## src/rtl/video_pkg.sv

```systemverilog
// package: register indices, field layouts, reset values and raster constants of the video generator
package video_pkg;

  // ****************************************************************
  // clock and register bus
  // ****************************************************************
  localparam int unsigned CLK_HZ  = 25_000_000;
  localparam int unsigned PADDR_W = 18;

  // register indices; the bus byte address is four times the index
  localparam logic [15:0] IDX_CTRL   = 16'hD001;
  localparam logic [15:0] IDX_COLORS = 16'hD002;
  localparam logic [15:0] IDX_BASE   = 16'hD003;
  localparam logic [15:0] IDX_SCROLL = 16'hD004;
  localparam logic [15:0] IDX_SPRITE = 16'hD006;
  localparam logic [15:0] IDX_STATUS = 16'hD008;
  localparam logic [15:0] IDX_FXCTRL = 16'hD040;
  localparam logic [15:0] IDX_FXDATA = 16'hD060;

  // reset values
  localparam logic [7:0] RST_CTRL   = 8'h00;
  localparam logic [7:0] RST_COLORS = 8'hE7;
  localparam logic [7:0] RST_BASE   = 8'h95;
  localparam logic [7:0] RST_SCROLL = 8'h00;
  localparam logic [7:0] RST_SPRITE = 8'h00;

  // ****************************************************************
  // field layouts
  // ****************************************************************
  localparam int unsigned CTRL_VSCROLL = 1;
  localparam int unsigned CTRL_HSCROLL = 2;
  localparam int unsigned CTRL_FX_EN   = 3;
  localparam int unsigned CTRL_BITMAP  = 4;
  localparam int unsigned FX_ENTRIES   = 32;
  localparam int unsigned FX_ROW_W     = 5;
  localparam int unsigned FX_EN_BIT    = 5;

  // row effect destinations, also the index into the override array
  typedef enum logic [1:0] {
    DEST_BASE   = 2'b00,
    DEST_SCROLL = 2'b01,
    DEST_COLORS = 2'b10,
    DEST_SPRITE = 2'b11
  } fx_dest_t;

  // ****************************************************************
  // video memory and raster geometry
  // ****************************************************************
  localparam logic [15:0] VMEM_WINDOW   = 16'hA000;
  localparam logic [15:0] COLOR_MEM     = 16'hD800;
  localparam int unsigned SCREEN_SHIFT  = 10;
  localparam int unsigned CHARSET_SHIFT = 11;
  localparam logic [15:0] ROW_CELLS     = 16'h0028;
  localparam logic [15:0] ROW_BYTES     = 16'h0140;
  localparam logic [15:0] TILE_BYTES    = 16'h0008;
  localparam logic [15:0] CHAR_BYTES    = 16'h03E8;
  localparam logic [15:0] BITMAP_BYTES  = 16'h1F40;
  localparam logic [7:0]  H_ACTIVE      = 8'hA0;
  localparam logic [7:0]  H_TOTAL       = 8'hC8;
  localparam logic [7:0]  PREFETCH_X    = 8'hC4;
  localparam logic [7:0]  FX_EVAL_X     = 8'hC3;
  localparam logic [8:0]  V_ACTIVE      = 9'h0C8;
  localparam logic [8:0]  V_TOTAL       = 9'h106;

endpackage

```

## src/rtl/video_core_if.sv

```systemverilog
// interface: signals passed between the video generator core, its row effect unit and its address unit
`timescale 1ns/100ps
`default_nettype none
interface video_core_if;
  logic [7:0]  fx_ctrl [video_pkg::FX_ENTRIES];
  logic [7:0]  fx_data [video_pkg::FX_ENTRIES];
  logic [7:0]  orig    [4];
  logic [7:0]  eff     [4];
  logic        fx_on;
  logic        apply;
  logic        restart;
  logic [4:0]  next_row;
  logic        bitmap;
  logic [7:0]  base;
  logic [4:0]  row;
  logic [5:0]  col;
  logic [2:0]  line;
  logic [7:0]  code;
  logic [15:0] cell_addr;
  logic [15:0] glyph_addr;
  logic [15:0] color_addr;

  modport fx   (input fx_ctrl, fx_data, orig, fx_on, apply, restart, next_row, output eff);
  modport addr (input bitmap, base, row, col, line, code, output cell_addr, glyph_addr, color_addr);
  modport core (output fx_ctrl, fx_data, orig, fx_on, apply, restart, next_row,
                output bitmap, base, row, col, line, code,
                input eff, cell_addr, glyph_addr, color_addr);
endinterface
`default_nettype wire

```

## src/rtl/row_effect_unit.sv

```systemverilog
// row effect unit: holds the per-frame working copies of base, scroll, colors and sprite registers
`timescale 1ns/100ps
`default_nettype none
module row_effect_unit (
  input wire logic    clk,
  input wire logic    rst_n,
  video_core_if.fx    vif
);

  logic [7:0] eff_r   [4];
  logic [7:0] eff_nxt [4];

  // start from the original values on row 0, otherwise keep what the frame built up
  always_comb begin
    for (int d = 0; d < 4; d++) begin
      eff_nxt[d] = vif.restart ? vif.orig[d] : eff_r[d];
    end
    // ascending scan: a later entry overwrites an earlier one for the same target
    for (int i = 0; i < video_pkg::FX_ENTRIES; i++) begin
      if (vif.fx_on && vif.fx_ctrl[i][video_pkg::FX_EN_BIT] &&
          (vif.fx_ctrl[i][video_pkg::FX_ROW_W-1:0] == vif.next_row)) begin
        eff_nxt[vif.fx_ctrl[i][7:6]] = vif.fx_data[i];
      end
    end
  end

  // copies change only at a row boundary, so one sprite bank per row
  always_ff @(posedge clk or negedge rst_n) begin
    if (!rst_n) begin
      eff_r <= '{video_pkg::RST_BASE, video_pkg::RST_SCROLL, video_pkg::RST_COLORS, video_pkg::RST_SPRITE};
    end else if (vif.apply) begin
      eff_r <= eff_nxt;
    end
  end

  assign vif.eff = eff_r;

endmodule
`default_nettype wire

```

## src/rtl/tile_addr.sv

```systemverilog
// tile address unit: video memory addresses for screen codes, glyph or bitmap bytes and color cells
`timescale 1ns/100ps
`default_nettype none
module tile_addr (
  video_core_if.addr vif
);

  // cell number inside a 40 by 25 map, shared by screen and color memory
  function automatic logic [15:0] cell_index(input logic [4:0] row, input logic [5:0] col);
    return 16'(16'(row) * video_pkg::ROW_CELLS) + 16'(col);
  endfunction

  wire logic [15:0] screen_base;
  wire logic [15:0] charset_base;
  wire logic [15:0] bitmap_byte;
  wire logic [15:0] glyph_byte;

  // high nibble selects screen memory in 1 KiB steps, low nibble the glyph set in 2 KiB steps
  assign screen_base  = video_pkg::VMEM_WINDOW + 16'({12'h000, vif.base[7:4]} << video_pkg::SCREEN_SHIFT);
  assign charset_base = video_pkg::VMEM_WINDOW + 16'({12'h000, vif.base[3:0]} << video_pkg::CHARSET_SHIFT);

  // bitmap: 320 bytes per tile row, 8 bytes per 4x8 tile, one byte per line, 8000 bytes in all
  assign bitmap_byte = screen_base + 16'(16'(vif.row) * video_pkg::ROW_BYTES)
                     + 16'(16'(vif.col) * video_pkg::TILE_BYTES) + 16'(vif.line);
  // character mode: eight bytes per glyph, one per pixel line
  assign glyph_byte  = charset_base + 16'(16'(vif.code) * video_pkg::TILE_BYTES) + 16'(vif.line);

  assign vif.cell_addr  = screen_base + cell_index(vif.row, vif.col);
  assign vif.glyph_addr = vif.bitmap ? bitmap_byte : glyph_byte;
  assign vif.color_addr = video_pkg::COLOR_MEM + cell_index(vif.row, vif.col);

endmodule
`default_nettype wire

```

## src/rtl/video_generator.sv

```systemverilog
// video generator: APB registers, row effects, raster timing, tile fetch and pixel output
`timescale 1ns/100ps
`default_nettype none
module video_generator (
  input  wire logic                          clk,
  input  wire logic                          rst_n,
  input  wire logic                          psel,
  input  wire logic                          penable,
  input  wire logic                          pwrite,
  input  wire logic [video_pkg::PADDR_W-1:0] paddr,
  input  wire logic [31:0]                   pwdata,
  output var  logic [31:0]                   prdata,
  output var  logic                          pready,
  output var  logic                          pslverr,
  output var  logic [15:0]                   vmem_addr,
  input  wire logic [7:0]                    vmem_rdata,
  output var  logic                          pixel_valid,
  output var  logic [3:0]                    pixel_color,
  output var  logic                          frame_start,
  output var  logic [3:0]                    sprite_bank,
  output var  logic [3:0]                    sprite_color
);

  // ****************************************************************
  // registers seen by software
  // ****************************************************************
  logic [7:0]  ctrl_r;
  logic [7:0]  colors_r;
  logic [7:0]  base_r;
  logic [7:0]  scroll_r;
  logic [7:0]  sprite_r;
  logic [7:0]  fx_ctrl_r [video_pkg::FX_ENTRIES];
  logic [7:0]  fx_data_r [video_pkg::FX_ENTRIES];
  logic [31:0] prdata_r;

  // ****************************************************************
  // raster and fetch state
  // ****************************************************************
  logic [7:0]  x_r;
  logic [8:0]  y_r;
  logic [7:0]  pat_fetch_r;
  logic [7:0]  cur_pat_r;
  logic [7:0]  prev_pat_r;
  logic [7:0]  cur_col_r;
  logic [7:0]  prev_col_r;
  logic        pixel_valid_r;
  logic [3:0]  pixel_color_r;
  logic        frame_start_r;

  video_core_if vif ();

  // ****************************************************************
  // APB decode
  // ****************************************************************
  wire logic [15:0] idx;
  wire logic        aligned;
  wire logic        hit_ctrl;
  wire logic        hit_colors;
  wire logic        hit_base;
  wire logic        hit_scroll;
  wire logic        hit_sprite;
  wire logic        hit_status;
  wire logic        hit_fxctrl;
  wire logic        hit_fxdata;
  wire logic        mapped;
  wire logic        setup;
  wire logic        access;
  wire logic        wr_en;
  wire logic [4:0]  entry;
  wire logic [7:0]  rd_byte;

  // every register is one aligned word; the index sits in address bits 17:2
  assign idx        = paddr[video_pkg::PADDR_W-1:2];
  assign aligned    = (paddr[1:0] == 2'b00);
  assign entry      = idx[4:0];
  assign hit_ctrl   = aligned && (idx == video_pkg::IDX_CTRL);
  assign hit_colors = aligned && (idx == video_pkg::IDX_COLORS);
  assign hit_base   = aligned && (idx == video_pkg::IDX_BASE);
  assign hit_scroll = aligned && (idx == video_pkg::IDX_SCROLL);
  assign hit_sprite = aligned && (idx == video_pkg::IDX_SPRITE);
  assign hit_status = aligned && (idx == video_pkg::IDX_STATUS);
  assign hit_fxctrl = aligned && (idx[15:5] == video_pkg::IDX_FXCTRL[15:5]);
  assign hit_fxdata = aligned && (idx[15:5] == video_pkg::IDX_FXDATA[15:5]);
  assign mapped     = hit_ctrl || hit_colors || hit_base || hit_scroll || hit_sprite
                   || hit_status || hit_fxctrl || hit_fxdata;
  assign setup      = psel && !penable;
  assign access     = psel && penable;
  // status is read only; writing it is an error like an unmapped address
  assign wr_en      = access && pwrite && mapped && !hit_status;

  // read data is chosen during setup so the access phase needs no wait state
  assign rd_byte = hit_ctrl   ? ctrl_r :
                   hit_colors ? colors_r :
                   hit_base   ? base_r :
                   hit_scroll ? scroll_r :
                   hit_sprite ? sprite_r :
                   hit_fxctrl ? fx_ctrl_r[entry] :
                   hit_fxdata ? fx_data_r[entry] : 8'h00;

  // every register answers in its access cycle, so pready never drops
  assign pready  = 1'b1;
  assign pslverr = access && (!mapped || (pwrite && hit_status));
  assign prdata  = prdata_r;

  // single-register writes; only the low byte lane carries data
  always_ff @(posedge clk or negedge rst_n) begin
    if (!rst_n) begin
      ctrl_r   <= video_pkg::RST_CTRL;
      colors_r <= video_pkg::RST_COLORS;
      base_r   <= video_pkg::RST_BASE;
      scroll_r <= video_pkg::RST_SCROLL;
      sprite_r <= video_pkg::RST_SPRITE;
    end else if (wr_en) begin
      if (hit_ctrl) begin
        ctrl_r <= pwdata[7:0];
      end
      if (hit_colors) begin
        colors_r <= pwdata[7:0];
      end
      if (hit_base) begin
        base_r <= pwdata[7:0];
      end
      if (hit_scroll) begin
        scroll_r <= pwdata[7:0];
      end
      if (hit_sprite) begin
        sprite_r <= pwdata[7:0];
      end
    end
  end

  // row effect banks; entries reset cleared so nothing fires by accident
  always_ff @(posedge clk or negedge rst_n) begin
    if (!rst_n) begin
      fx_ctrl_r <= '{default: 8'h00};
      fx_data_r <= '{default: 8'h00};
    end else if (wr_en) begin
      if (hit_fxctrl) begin
        fx_ctrl_r[entry] <= pwdata[7:0];
      end
      if (hit_fxdata) begin
        fx_data_r[entry] <= pwdata[7:0];
      end
    end
  end

  // status shows the raster line the generator is on
  always_ff @(posedge clk or negedge rst_n) begin
    if (!rst_n) begin
      prdata_r <= 32'h0000_0000;
    end else if (setup) begin
      prdata_r <= hit_status ? {23'h000000, y_r} : {24'h000000, rd_byte};
    end
  end

  // ****************************************************************
  // raster timing
  // ****************************************************************
  wire logic       line_end;
  wire logic       frame_end;
  wire logic [8:0] y_next;

  assign line_end  = (x_r == video_pkg::H_TOTAL - 8'h01);
  assign frame_end = line_end && (y_r == video_pkg::V_TOTAL - 9'h001);
  assign y_next    = (y_r == video_pkg::V_TOTAL - 9'h001) ? 9'h000 : y_r + 9'h001;

  // free-running 200 by 262 raster, active area 160 by 200
  always_ff @(posedge clk or negedge rst_n) begin
    if (!rst_n) begin
      x_r           <= 8'h00;
      y_r           <= 9'h000;
      frame_start_r <= 1'b0;
    end else begin
      x_r           <= line_end ? 8'h00 : x_r + 8'h01;
      y_r           <= line_end ? y_next : y_r;
      frame_start_r <= frame_end;
    end
  end

  // ****************************************************************
  // row effects
  // ****************************************************************
  wire logic       row_edge;
  wire logic [7:0] eff_scroll;
  wire logic [7:0] eff_colors;
  wire logic [7:0] eff_sprite;

  // evaluate one cycle before the prefetch of the next line so new values steer its first tile
  assign row_edge    = (x_r == video_pkg::FX_EVAL_X) && (y_next[2:0] == 3'b000)
                    && (y_next < video_pkg::V_ACTIVE);
  assign vif.fx_ctrl = fx_ctrl_r;
  assign vif.fx_data = fx_data_r;
  assign vif.orig    = '{base_r, scroll_r, colors_r, sprite_r};
  assign vif.fx_on   = ctrl_r[video_pkg::CTRL_FX_EN];
  assign vif.apply   = row_edge;
  // limitation: host writes to the originals only show from the next frame's row 0
  assign vif.restart = (y_next == 9'h000);
  assign vif.next_row = y_next[7:3];

  // per-frame working copies; they move only at a row boundary, never mid-row
  row_effect_unit u_fx (
    .clk   (clk),
    .rst_n (rst_n),
    .vif   (vif)
  );

  // working copies after row effects, indexed by destination code
  assign eff_scroll = vif.eff[video_pkg::DEST_SCROLL];
  assign eff_colors = vif.eff[video_pkg::DEST_COLORS];
  assign eff_sprite = vif.eff[video_pkg::DEST_SPRITE];

  // sprite bank in the high nibble, shared sprite color in the low nibble
  assign sprite_bank  = eff_sprite[7:4];
  assign sprite_color = eff_sprite[3:0];

  // ****************************************************************
  // tile fetch
  // ****************************************************************
  wire logic [1:0] phase;
  wire logic       prefetch;
  wire logic [8:0] fetch_y;
  wire logic [2:0] v_fine;
  wire logic [1:0] h_fine;
  wire logic [8:0] src_y_raw;
  wire logic [8:0] src_y;
  wire logic       bitmap_mode;

  // scroll values only act when their own enables are set
  assign v_fine = ctrl_r[video_pkg::CTRL_VSCROLL] ? eff_scroll[2:0] : 3'b000;
  assign h_fine = ctrl_r[video_pkg::CTRL_HSCROLL] ? eff_scroll[5:4] : 2'b00;
  assign bitmap_mode = ctrl_r[video_pkg::CTRL_BITMAP];

  // each tile is fetched during the four pixels before it is shown
  assign phase     = x_r[1:0];
  assign prefetch  = (x_r >= video_pkg::PREFETCH_X);
  assign fetch_y   = prefetch ? y_next : y_r;
  assign src_y_raw = fetch_y + {6'h00, v_fine};
  // vertical scroll wraps inside the 200 visible lines
  assign src_y     = (src_y_raw >= video_pkg::V_ACTIVE) ? src_y_raw - video_pkg::V_ACTIVE : src_y_raw;

  // address unit inputs: tile row and pixel line come from the scrolled source line
  assign vif.bitmap = bitmap_mode;
  assign vif.base   = vif.eff[video_pkg::DEST_BASE];
  assign vif.row    = src_y[7:3];
  assign vif.line   = src_y[2:0];
  assign vif.col    = prefetch ? 6'h00 : 6'(x_r[7:2] + 6'h01);
  assign vif.code   = vmem_rdata;

  // purely combinational, so the address is ready in the same fetch phase
  tile_addr u_addr (
    .vif (vif)
  );

  // phase 0 screen code, phase 1 glyph or bitmap byte, phase 2 color cell; read data lands one cycle later
  assign vmem_addr = (phase == 2'b01) ? vif.glyph_addr :
                     (phase == 2'b10) ? vif.color_addr : vif.cell_addr;

  // the pattern arrives in phase 2 and the color in phase 3, then both become the current tile
  always_ff @(posedge clk or negedge rst_n) begin
    if (!rst_n) begin
      pat_fetch_r <= 8'h00;
      cur_pat_r   <= 8'h00;
      prev_pat_r  <= 8'h00;
      cur_col_r   <= 8'h00;
      prev_col_r  <= 8'h00;
    end else begin
      if (phase == 2'b10) begin
        pat_fetch_r <= vmem_rdata;
      end
      if (phase == 2'b11) begin
        prev_pat_r <= cur_pat_r;
        prev_col_r <= cur_col_r;
        cur_pat_r  <= pat_fetch_r;
        cur_col_r  <= vmem_rdata;
      end
    end
  end

  // ****************************************************************
  // pixel output
  // ****************************************************************
  wire logic [2:0] pick;
  wire logic       use_prev;
  wire logic [1:0] slot;
  wire logic [7:0] pat_sel;
  wire logic [7:0] col_sel;
  wire logic [1:0] pix_code;
  wire logic [3:0] pix_color;
  wire logic       active;

  // horizontal fine scroll delays the tile stream by up to three pixels
  assign pick     = {1'b0, phase} - {1'b0, h_fine};
  assign use_prev = pick[2];
  assign slot     = pick[1:0];
  assign pat_sel  = use_prev ? prev_pat_r : cur_pat_r;
  assign col_sel  = use_prev ? prev_col_r : cur_col_r;
  // top bit pair is the leftmost of the four pixels
  assign pix_code = pat_sel[7 - 2*slot -: 2];
  // two shared colors from the colors register, two from the cell, in both modes
  assign pix_color = (pix_code == 2'b00) ? eff_colors[3:0] :
                     (pix_code == 2'b01) ? col_sel[7:4] :
                     (pix_code == 2'b10) ? col_sel[3:0] : eff_colors[7:4];
  assign active    = (x_r < video_pkg::H_ACTIVE) && (y_r < video_pkg::V_ACTIVE);

  // colour forced to 0 outside the active area so the border stays dark
  always_ff @(posedge clk or negedge rst_n) begin
    if (!rst_n) begin
      pixel_valid_r <= 1'b0;
      pixel_color_r <= 4'h0;
    end else begin
      pixel_valid_r <= active;
      pixel_color_r <= active ? pix_color : 4'h0;
    end
  end

  // outputs straight from flip-flops
  assign pixel_valid = pixel_valid_r;
  assign pixel_color = pixel_color_r;
  assign frame_start = frame_start_r;

endmodule
`default_nettype wire

```

## config.mk

```make
export PLATFORM = sky130hd
export DESIGN_NAME = video_generator
export DESIGN_NICKNAME = d
export VERILOG_FILES = /design/src/rtl/video_pkg.sv /design/src/rtl/video_core_if.sv /design/src/rtl/row_effect_unit.sv /design/src/rtl/tile_addr.sv /design/src/rtl/video_generator.sv
export SDC_FILE = /design/constraint.sdc
export NUM_CORES = 2
export LEC_CHECK = 0
export BUFFER_PORTS_ARGS = -buffer_cell sky130_fd_sc_hd__buf_4
export CAP_MARGIN = 30
export CORE_MARGIN = 1
export CORE_UTILIZATION = 48
export CTS_CLUSTER_DIAMETER = 120
export CTS_CLUSTER_SIZE = 40
export DETAILED_ROUTE_END_ITERATION = 7
export SYNTH_ARGS = -nofsm -noshare
export SYNTH_HDL_FRONTEND = slang
export SYNTH_SLANG_ARGS = --single-unit
```

## constraint.sdc

```tcl
create_clock -name clk -period 10.3 [get_ports clk]
set_input_delay 2.06 -clock clk [delete_from_list [all_inputs] [get_ports clk]]
set_output_delay 2.06 -clock clk [all_outputs]
set_load 0.005 [all_outputs]
```

Word level (Yosys, flattened, before mapping) --
Cells that the tools add are included.
Storage, ports and cells: input bits 63, logic and storage cells 560, bits in registers 679, output and inout port bits 64
Cells by class: mux-type cells 166, equal/unequal tests 48, shift-type cells 1, $mul 2, add/subtract/negate cells 17, $lt $le $gt $ge 71, bitwise operators 33, reductions and logical operators 138
Operators by type and width (count):
- $bwmux 32 | 32
- $mux 32 | 32
- $bwmux 256 | 2
- $demux 8 s2 | 32
- $mux 8 | 52
- $eq 5x5->1 | 32
- $logic_and 1x1->1 | 116
- $eq 16x16->1 const B | 6
- $ge 3x3->1 const B | 32
- $lt 3x1->1 const B | 32
- $not 2->3 | 32
- $bmux 8 s5 | 2
- $mux 16 | 3
- $demux 8 s5 | 1
- $shiftx 9x33->2 | 1
- $add 16x3->16 | 2
- $mux 9 | 3
- $eq 11x11->1 const B | 2
- $lt 9x8->1 const B | 2
- $add 15x13->16 const A | 1
- $add 16x11->16 | 1
- $add 16x14->16 | 1
- $add 16x14->16 const A | 1
- $add 16x15->16 const A | 1
- 31 further kinds | 55

Longest topological paths before layout --
word-level depth 69, mapped depth 40, gate-level depth less buffers 35

Hierarchy --
From an unflattened synthesis, not the netlist that was laid out.
Second synthesis, totals: cells, all modules 4854, area, all modules 48238.8 um2
By module, submodules not included:
- video_generator | area an instance 30060.1 um2, instances 1, seq. area each 15627.5 um2, cells an instance 2085
- row_effect_unit | area an instance 17217.8 um2, instances 1, seq. area each 813.3 um2, cells an instance 2650
- tile_addr | area an instance 960.9 um2, instances 1, seq. area each 0.0 um2, cells an instance 119

Least setup slack after synthesis --
Ideal clock, no wire load.
path type reg-to-output, start register y_r[6], end output port vmem_addr[11], path buffers 7, arrival 7226 ps, slack 1014 ps, stages on the path, launching flop included 38, data required time 8240 ps, path through dfrtp_1 -> buf_6 -> or3_1 -> buf_6 -> nor3_4 -> buf_2 -> buf_4 -> buf_2 -> buf_1 -> clkbuf_1 -> or3_1 -> o21ai_0 -> fa_1 -> a21oi_1 -> or3_1 -> o221ai_1 -> xnor2_1 -> ha_1 -> [2 not listed] -> nand3_1 -> a21oi_1 -> nor3_1 -> mux2i_1 -> ha_1 -> ha_1 -> inv_1 -> fa_1 -> xor2_1 -> inv_1 -> nand3_1 -> o21ai_0 -> mux2_2 -> ha_1 -> inv_1 -> fa_1 -> nor3b_1 -> a21oi_1
Between the ends: longest elaborated chain between the ends 12, elaborated cells between the ends (all ways) 20, those cells by class add/sub: 10; mul: 2; order compare: 1; eq/ne: 1; mux: 6
Ends and longest elaborated chain:
- start: declaration | line video_generator.sv:40 | logic [8:0] y_r;
- start signal: assignment | line video_generator.sv:175 | y_r <= line_end ? y_next : y_r;
- $add 9x1->9 or $eq 9x9->1 (tied branches) | line video_generator.sv:165 | assign y_next = (y_r == video_pkg::V_TOTAL - 9'h001) ? 9'h000 : y_r + 9'h001;
- $mux 9 | line video_generator.sv:165
- $mux 9 * | line video_generator.sv:236 | assign fetch_y = prefetch ? y_next : y_r;
- $add 9x3->9 * | line video_generator.sv:237 | assign src_y_raw = fetch_y + {6'h00, v_fine};
- $sub 8x8->8 or $ge 9x8->1 (tied branches) | line video_generator.sv:239 | assign src_y = (src_y_raw >= video_pkg::V_ACTIVE) ? src_y_raw - video_pkg::V_ACTIVE : src_y_raw;
- $mux 8 * | line video_generator.sv:239
- $mul 5x3->8 | line tile_addr.sv:10, tile_addr.sv:23
- $add 16x14->16 | line tile_addr.sv:23 | assign bitmap_byte = screen_base + 16'(16'(vif.row) * video_pkg::ROW_BYTES)
- $add 16x9->16 | line tile_addr.sv:24 | + 16'(16'(vif.col) * video_pkg::TILE_BYTES) + 16'(vif.line);
- $add 16x3->16 | line tile_addr.sv:24
- $mux 16 | line tile_addr.sv:29 | assign vif.glyph_addr = vif.bitmap ? bitmap_byte : glyph_byte;
- $mux 16 * | line video_generator.sv:255 | assign vmem_addr = (phase == 2'b01) ? vif.glyph_addr :
- end: declaration | line video_generator.sv:15 | output var logic [15:0] vmem_addr,
Every way passes the cells marked *; elsewhere a longest branch is shown, timed or not.

Worst setup path in the final report --
start register x_r[2], end output port vmem_addr[14]
Between the ends: longest elaborated chain between the ends 11, elaborated cells between the ends (all ways) 20, those cells by class add/sub: 10; mul: 2; order compare: 2; mux: 6
Ends and longest elaborated chain:
- start: declaration | line video_generator.sv:39 | logic [7:0] x_r;
- start signal: assignment | line video_generator.sv:174 | x_r <= line_end ? 8'h00 : x_r + 8'h01;
- $ge 8x8->1 | line video_generator.sv:235 | assign prefetch = (x_r >= video_pkg::PREFETCH_X);
- $mux 9 | line video_generator.sv:236
- $add 9x3->9 | line video_generator.sv:237
- $sub 8x8->8 or $ge 9x8->1 (tied branches) | line video_generator.sv:239
- $mux 8 | line video_generator.sv:239
- $mul 5x3->8 | line tile_addr.sv:10, tile_addr.sv:23
- $add 16x14->16 | line tile_addr.sv:23
- $add 16x9->16 | line tile_addr.sv:24
- $add 16x3->16 | line tile_addr.sv:24
- $mux 16 | line tile_addr.sv:29
- $mux 16 * | line video_generator.sv:255
Marked as above.

==> qor.yml <==
global_route:
  grt_pass1_wl_mm: 345
  antenna_found_initial: 20
  grt_overflow: 0
  busiest_layer: "met2"
  met3_usage_pct: 11.8
  grtUsageMet1_pct: 60.6
  track_usage_pct: 47.3
  met2_usage_pct: 71.1
  grt_max_degree: 156
  grt_pass1_vias: 43500
setup_path:
  arrival_ns: 7.76
  path_max_fanout: 12
  slowest_stage: "dfrtp_1"
  worst-setup-path-type: "register to output pin"
  required_ns: 8.24
  path_common_cell: "ha_1"
  reg2reg_depth: 15
  r2r-end: "u_fx.vif.eff[3]"
  reg2reg_from: "y_r[4]"
  end_kind: "output pin"
  cp-startpoint: "x_r[2]"
  r2r_slack_ns: 3.45
  critPathLaunchType: "register"
  slowest_delay_ns: 0.49
  crit_path_end: "vmem_addr[14]"
clock_network:
  numCtsBuffers: 27
  cts_hold_buf: 0
  tritoncts: "yes"
  clkTransAtPathRegs_ns: 0.15
  clockBufferDepth: 3
  cts.sinks: 653
  clock_latency_ns: 0.72
  htree_num_levels: 1
  ctsRootBufferMaster: "clkbuf_16"
timing:
  setup_violations: 0
  skew_ns: 0.0775
  fin_ws_ns: 0.478
  fin_crit_sh_pct: 95.4
  slew_headroom_pct: 19.1
  tightest_slew_ns: 1.21
  min_period_ns: 9.82
  hold_viol: 0
  setup_tns_ns: 0
  fmax_mhz: 102
  rsz0062_at_grt: "false"
  finalMaxSlewViolations: 0
cells_and_area:
  fin_nets: 5089
  final_common_cell: "dfrtp_1"
  fillers: 9320
  utilization_pct: 52.1
  drive_gt1_share_pct: 23.4
  final_cell_mix: "627 x dfrtp_1, 573 x mux2_2, 455 x nand2_1"
  synthToLayoutAreaGrowth_pct: 7.35
  final_cells: 6372
  finalInstanceArea_mm2: 0.0522
drt:
  drt_iter0_drc: 7850
  wl_per_cell_um: 38.8
  drtAntennaViolNets: 0
  post-route-drc-count: 11
  first_pass_iters: 8
  vias: 47300
  finalWirelength_mm: 247
  vias_per_cell: 7.42
floorplan:
  core_mm2: 0.100
  die_h_um: 320
  start_util_pct: 48.5
  die_w_um: 320
  num_rows: 116
  dieArea_mm2: 0.103
  io_pins: 127
synth:
  synth_seq_area_share_pct: 33.6
  syn_area_mm2: 0.0487
  synth_edf_count: 0
  netlist.top_cell.by_area: "dfrtp_1"
  synth-seq-cells: 653
  synth_top_cell_area_share_pct: 32.6
  async_flop_share_pct: 100
  syn_area_per_cell_um2: 9.58
  yosys_warnings: 0
  synthDistinctLibCells: 102
  synth.area.top_cells: "dfrtp_1 33%, mux2_2 13%, mux4_2 7.1%"
  synth-main-ff-cell: "dfrtp_1"
  synth_cells: 5077
place:
  dp_hpwl_mm: 188
  globalplace.congestion: 1.11
  placed_area_mm2: 0.0509
  dp_cells: 6301
  dpl_worst_slack_ns: 0.478
  portBuffers: 78
power:
  p_per_area_mw_per_mm2: 85.3
  leakage_uw: 0.0223
  peakVddDrop_uv: 204
min_path:
  hold_class: "register to register"
outcome:
  status: "finished, violations left"
  violations: "DRC"
job:
  cap_violations: 0
[cell families after synthesis]
family                   synth area share (%)
multiplexers                             21.6
other                                  0.0154
flip-flops                               33.6
AO/OA/AOI/OAI                            18.4
AND/OR/NAND/NOR                          17.1
XOR/XNOR                                 3.83
buffers and inverters                    4.46
adder cells (fa/ha/maj)                  1.00
[routing by layer]
| layer | share of wire [%] | wire length [um] |
|---|---|---|
| met1 | 38 | 93100 |
| met2 | 43 | 106000 |
| met3 | 11 | 27700 |
| met4 | 8.4 | 20900 |
| met5 | 0.064 | 158 |
[where the power goes]
| group | internal [uW] | switching, uW | leakage, uW |
|---|---|---|---|
| Clock | 547 | 1030 | 0.000478 |
| Sequential | 2570 | 6.28 | 0.00871 |
| Combinational | 77.6 | 216 | 0.0131 |
[critical path: cells and delay by family (launching register included)]
kind,cells,cell delay (ns)
xor gates and xnor gates,2,0.52
DFF,1,0.49
and+or+nand+nor,4,0.50
AOI/OAI and AO/OA,12,2.41
muxes,1,0.28
buffers and inverters,6,0.63
adders and majority gates,8,2.20
[metrics by stage]
step,hold slack [ns],total power (uW)
finish,0.503,4450
global route,0.534,4560
CTS,0.504,4470
detailed placement,0.472,2910
global placement,0.468,2910
floorplan,0.473,2750
[synth_stat cells, types with 70 or more instances]
cell type,n
dfrtp_1,633
mux2_2,573
nand2_1,455
nor2_1,316
clkbuf_1,274
o21ai_0,253
a21oi_1,236
nor3_1,178
nand3_1,154
mux4_2,153
inv_1,114
nor4_1,80
o22ai_1,77
xnor2_1,70
[sequential cells by signal, indices dropped and copies added (netlist names)]
name and flops:
fx_data_r 256, sprite_r 8, pixel_color 4, prev_col_r 8, scroll_r 8, cur_pat_r 8, y_r 9, prev_pat_r 8
colors_r 8, pat_fetch_r 8, pixel_valid 1, prdata 9, cur_col_r 8, frame_start 1, ctrl_r 8, x_r 8
u_fx.vif.eff 29, fx_ctrl_r 256, base_r 8
[cell type report]
type                            count  area [um^2]  area share [%]
Sequential cell                   653        16400            31.3
Timing Repair Buffer              267         2140            4.10
Tap cell                         1357         1700            3.25
Clock buffer                       29          683            1.31
Inverter                          115          432           0.826
Multi-Input combinational cell   3926        30600            58.5
Antenna cell                        7         17.5          0.0335
Clock inverter                     18          339           0.649
[how the worst min path moves through the flow]
stage	cells after the start	slack [ns]	from	endpoint
6_report	2	0.50	prdata[5]	prdata[5]
3_3_place_gp	2	0.47	prdata[5]	prdata[5]
2_1_floorplan	2	0.47	prdata[8]	prdata[8]
4_1_cts	2	0.50	prdata[5]	prdata[5]
5_1_grt	2	0.53	prdata[5]	prdata[5]
3_5_place_dp	2	0.47	prdata[5]	prdata[5]
[repair_timing]
item                       in CTS  in global routing
setup buffers                   0                  8
gates resized for setup         5                 20
pin swaps                       0                  7
cloned                          0                  0
setup endpoints to repair       4                  5
No activity file was read; power rests on OpenSTA's default activity.
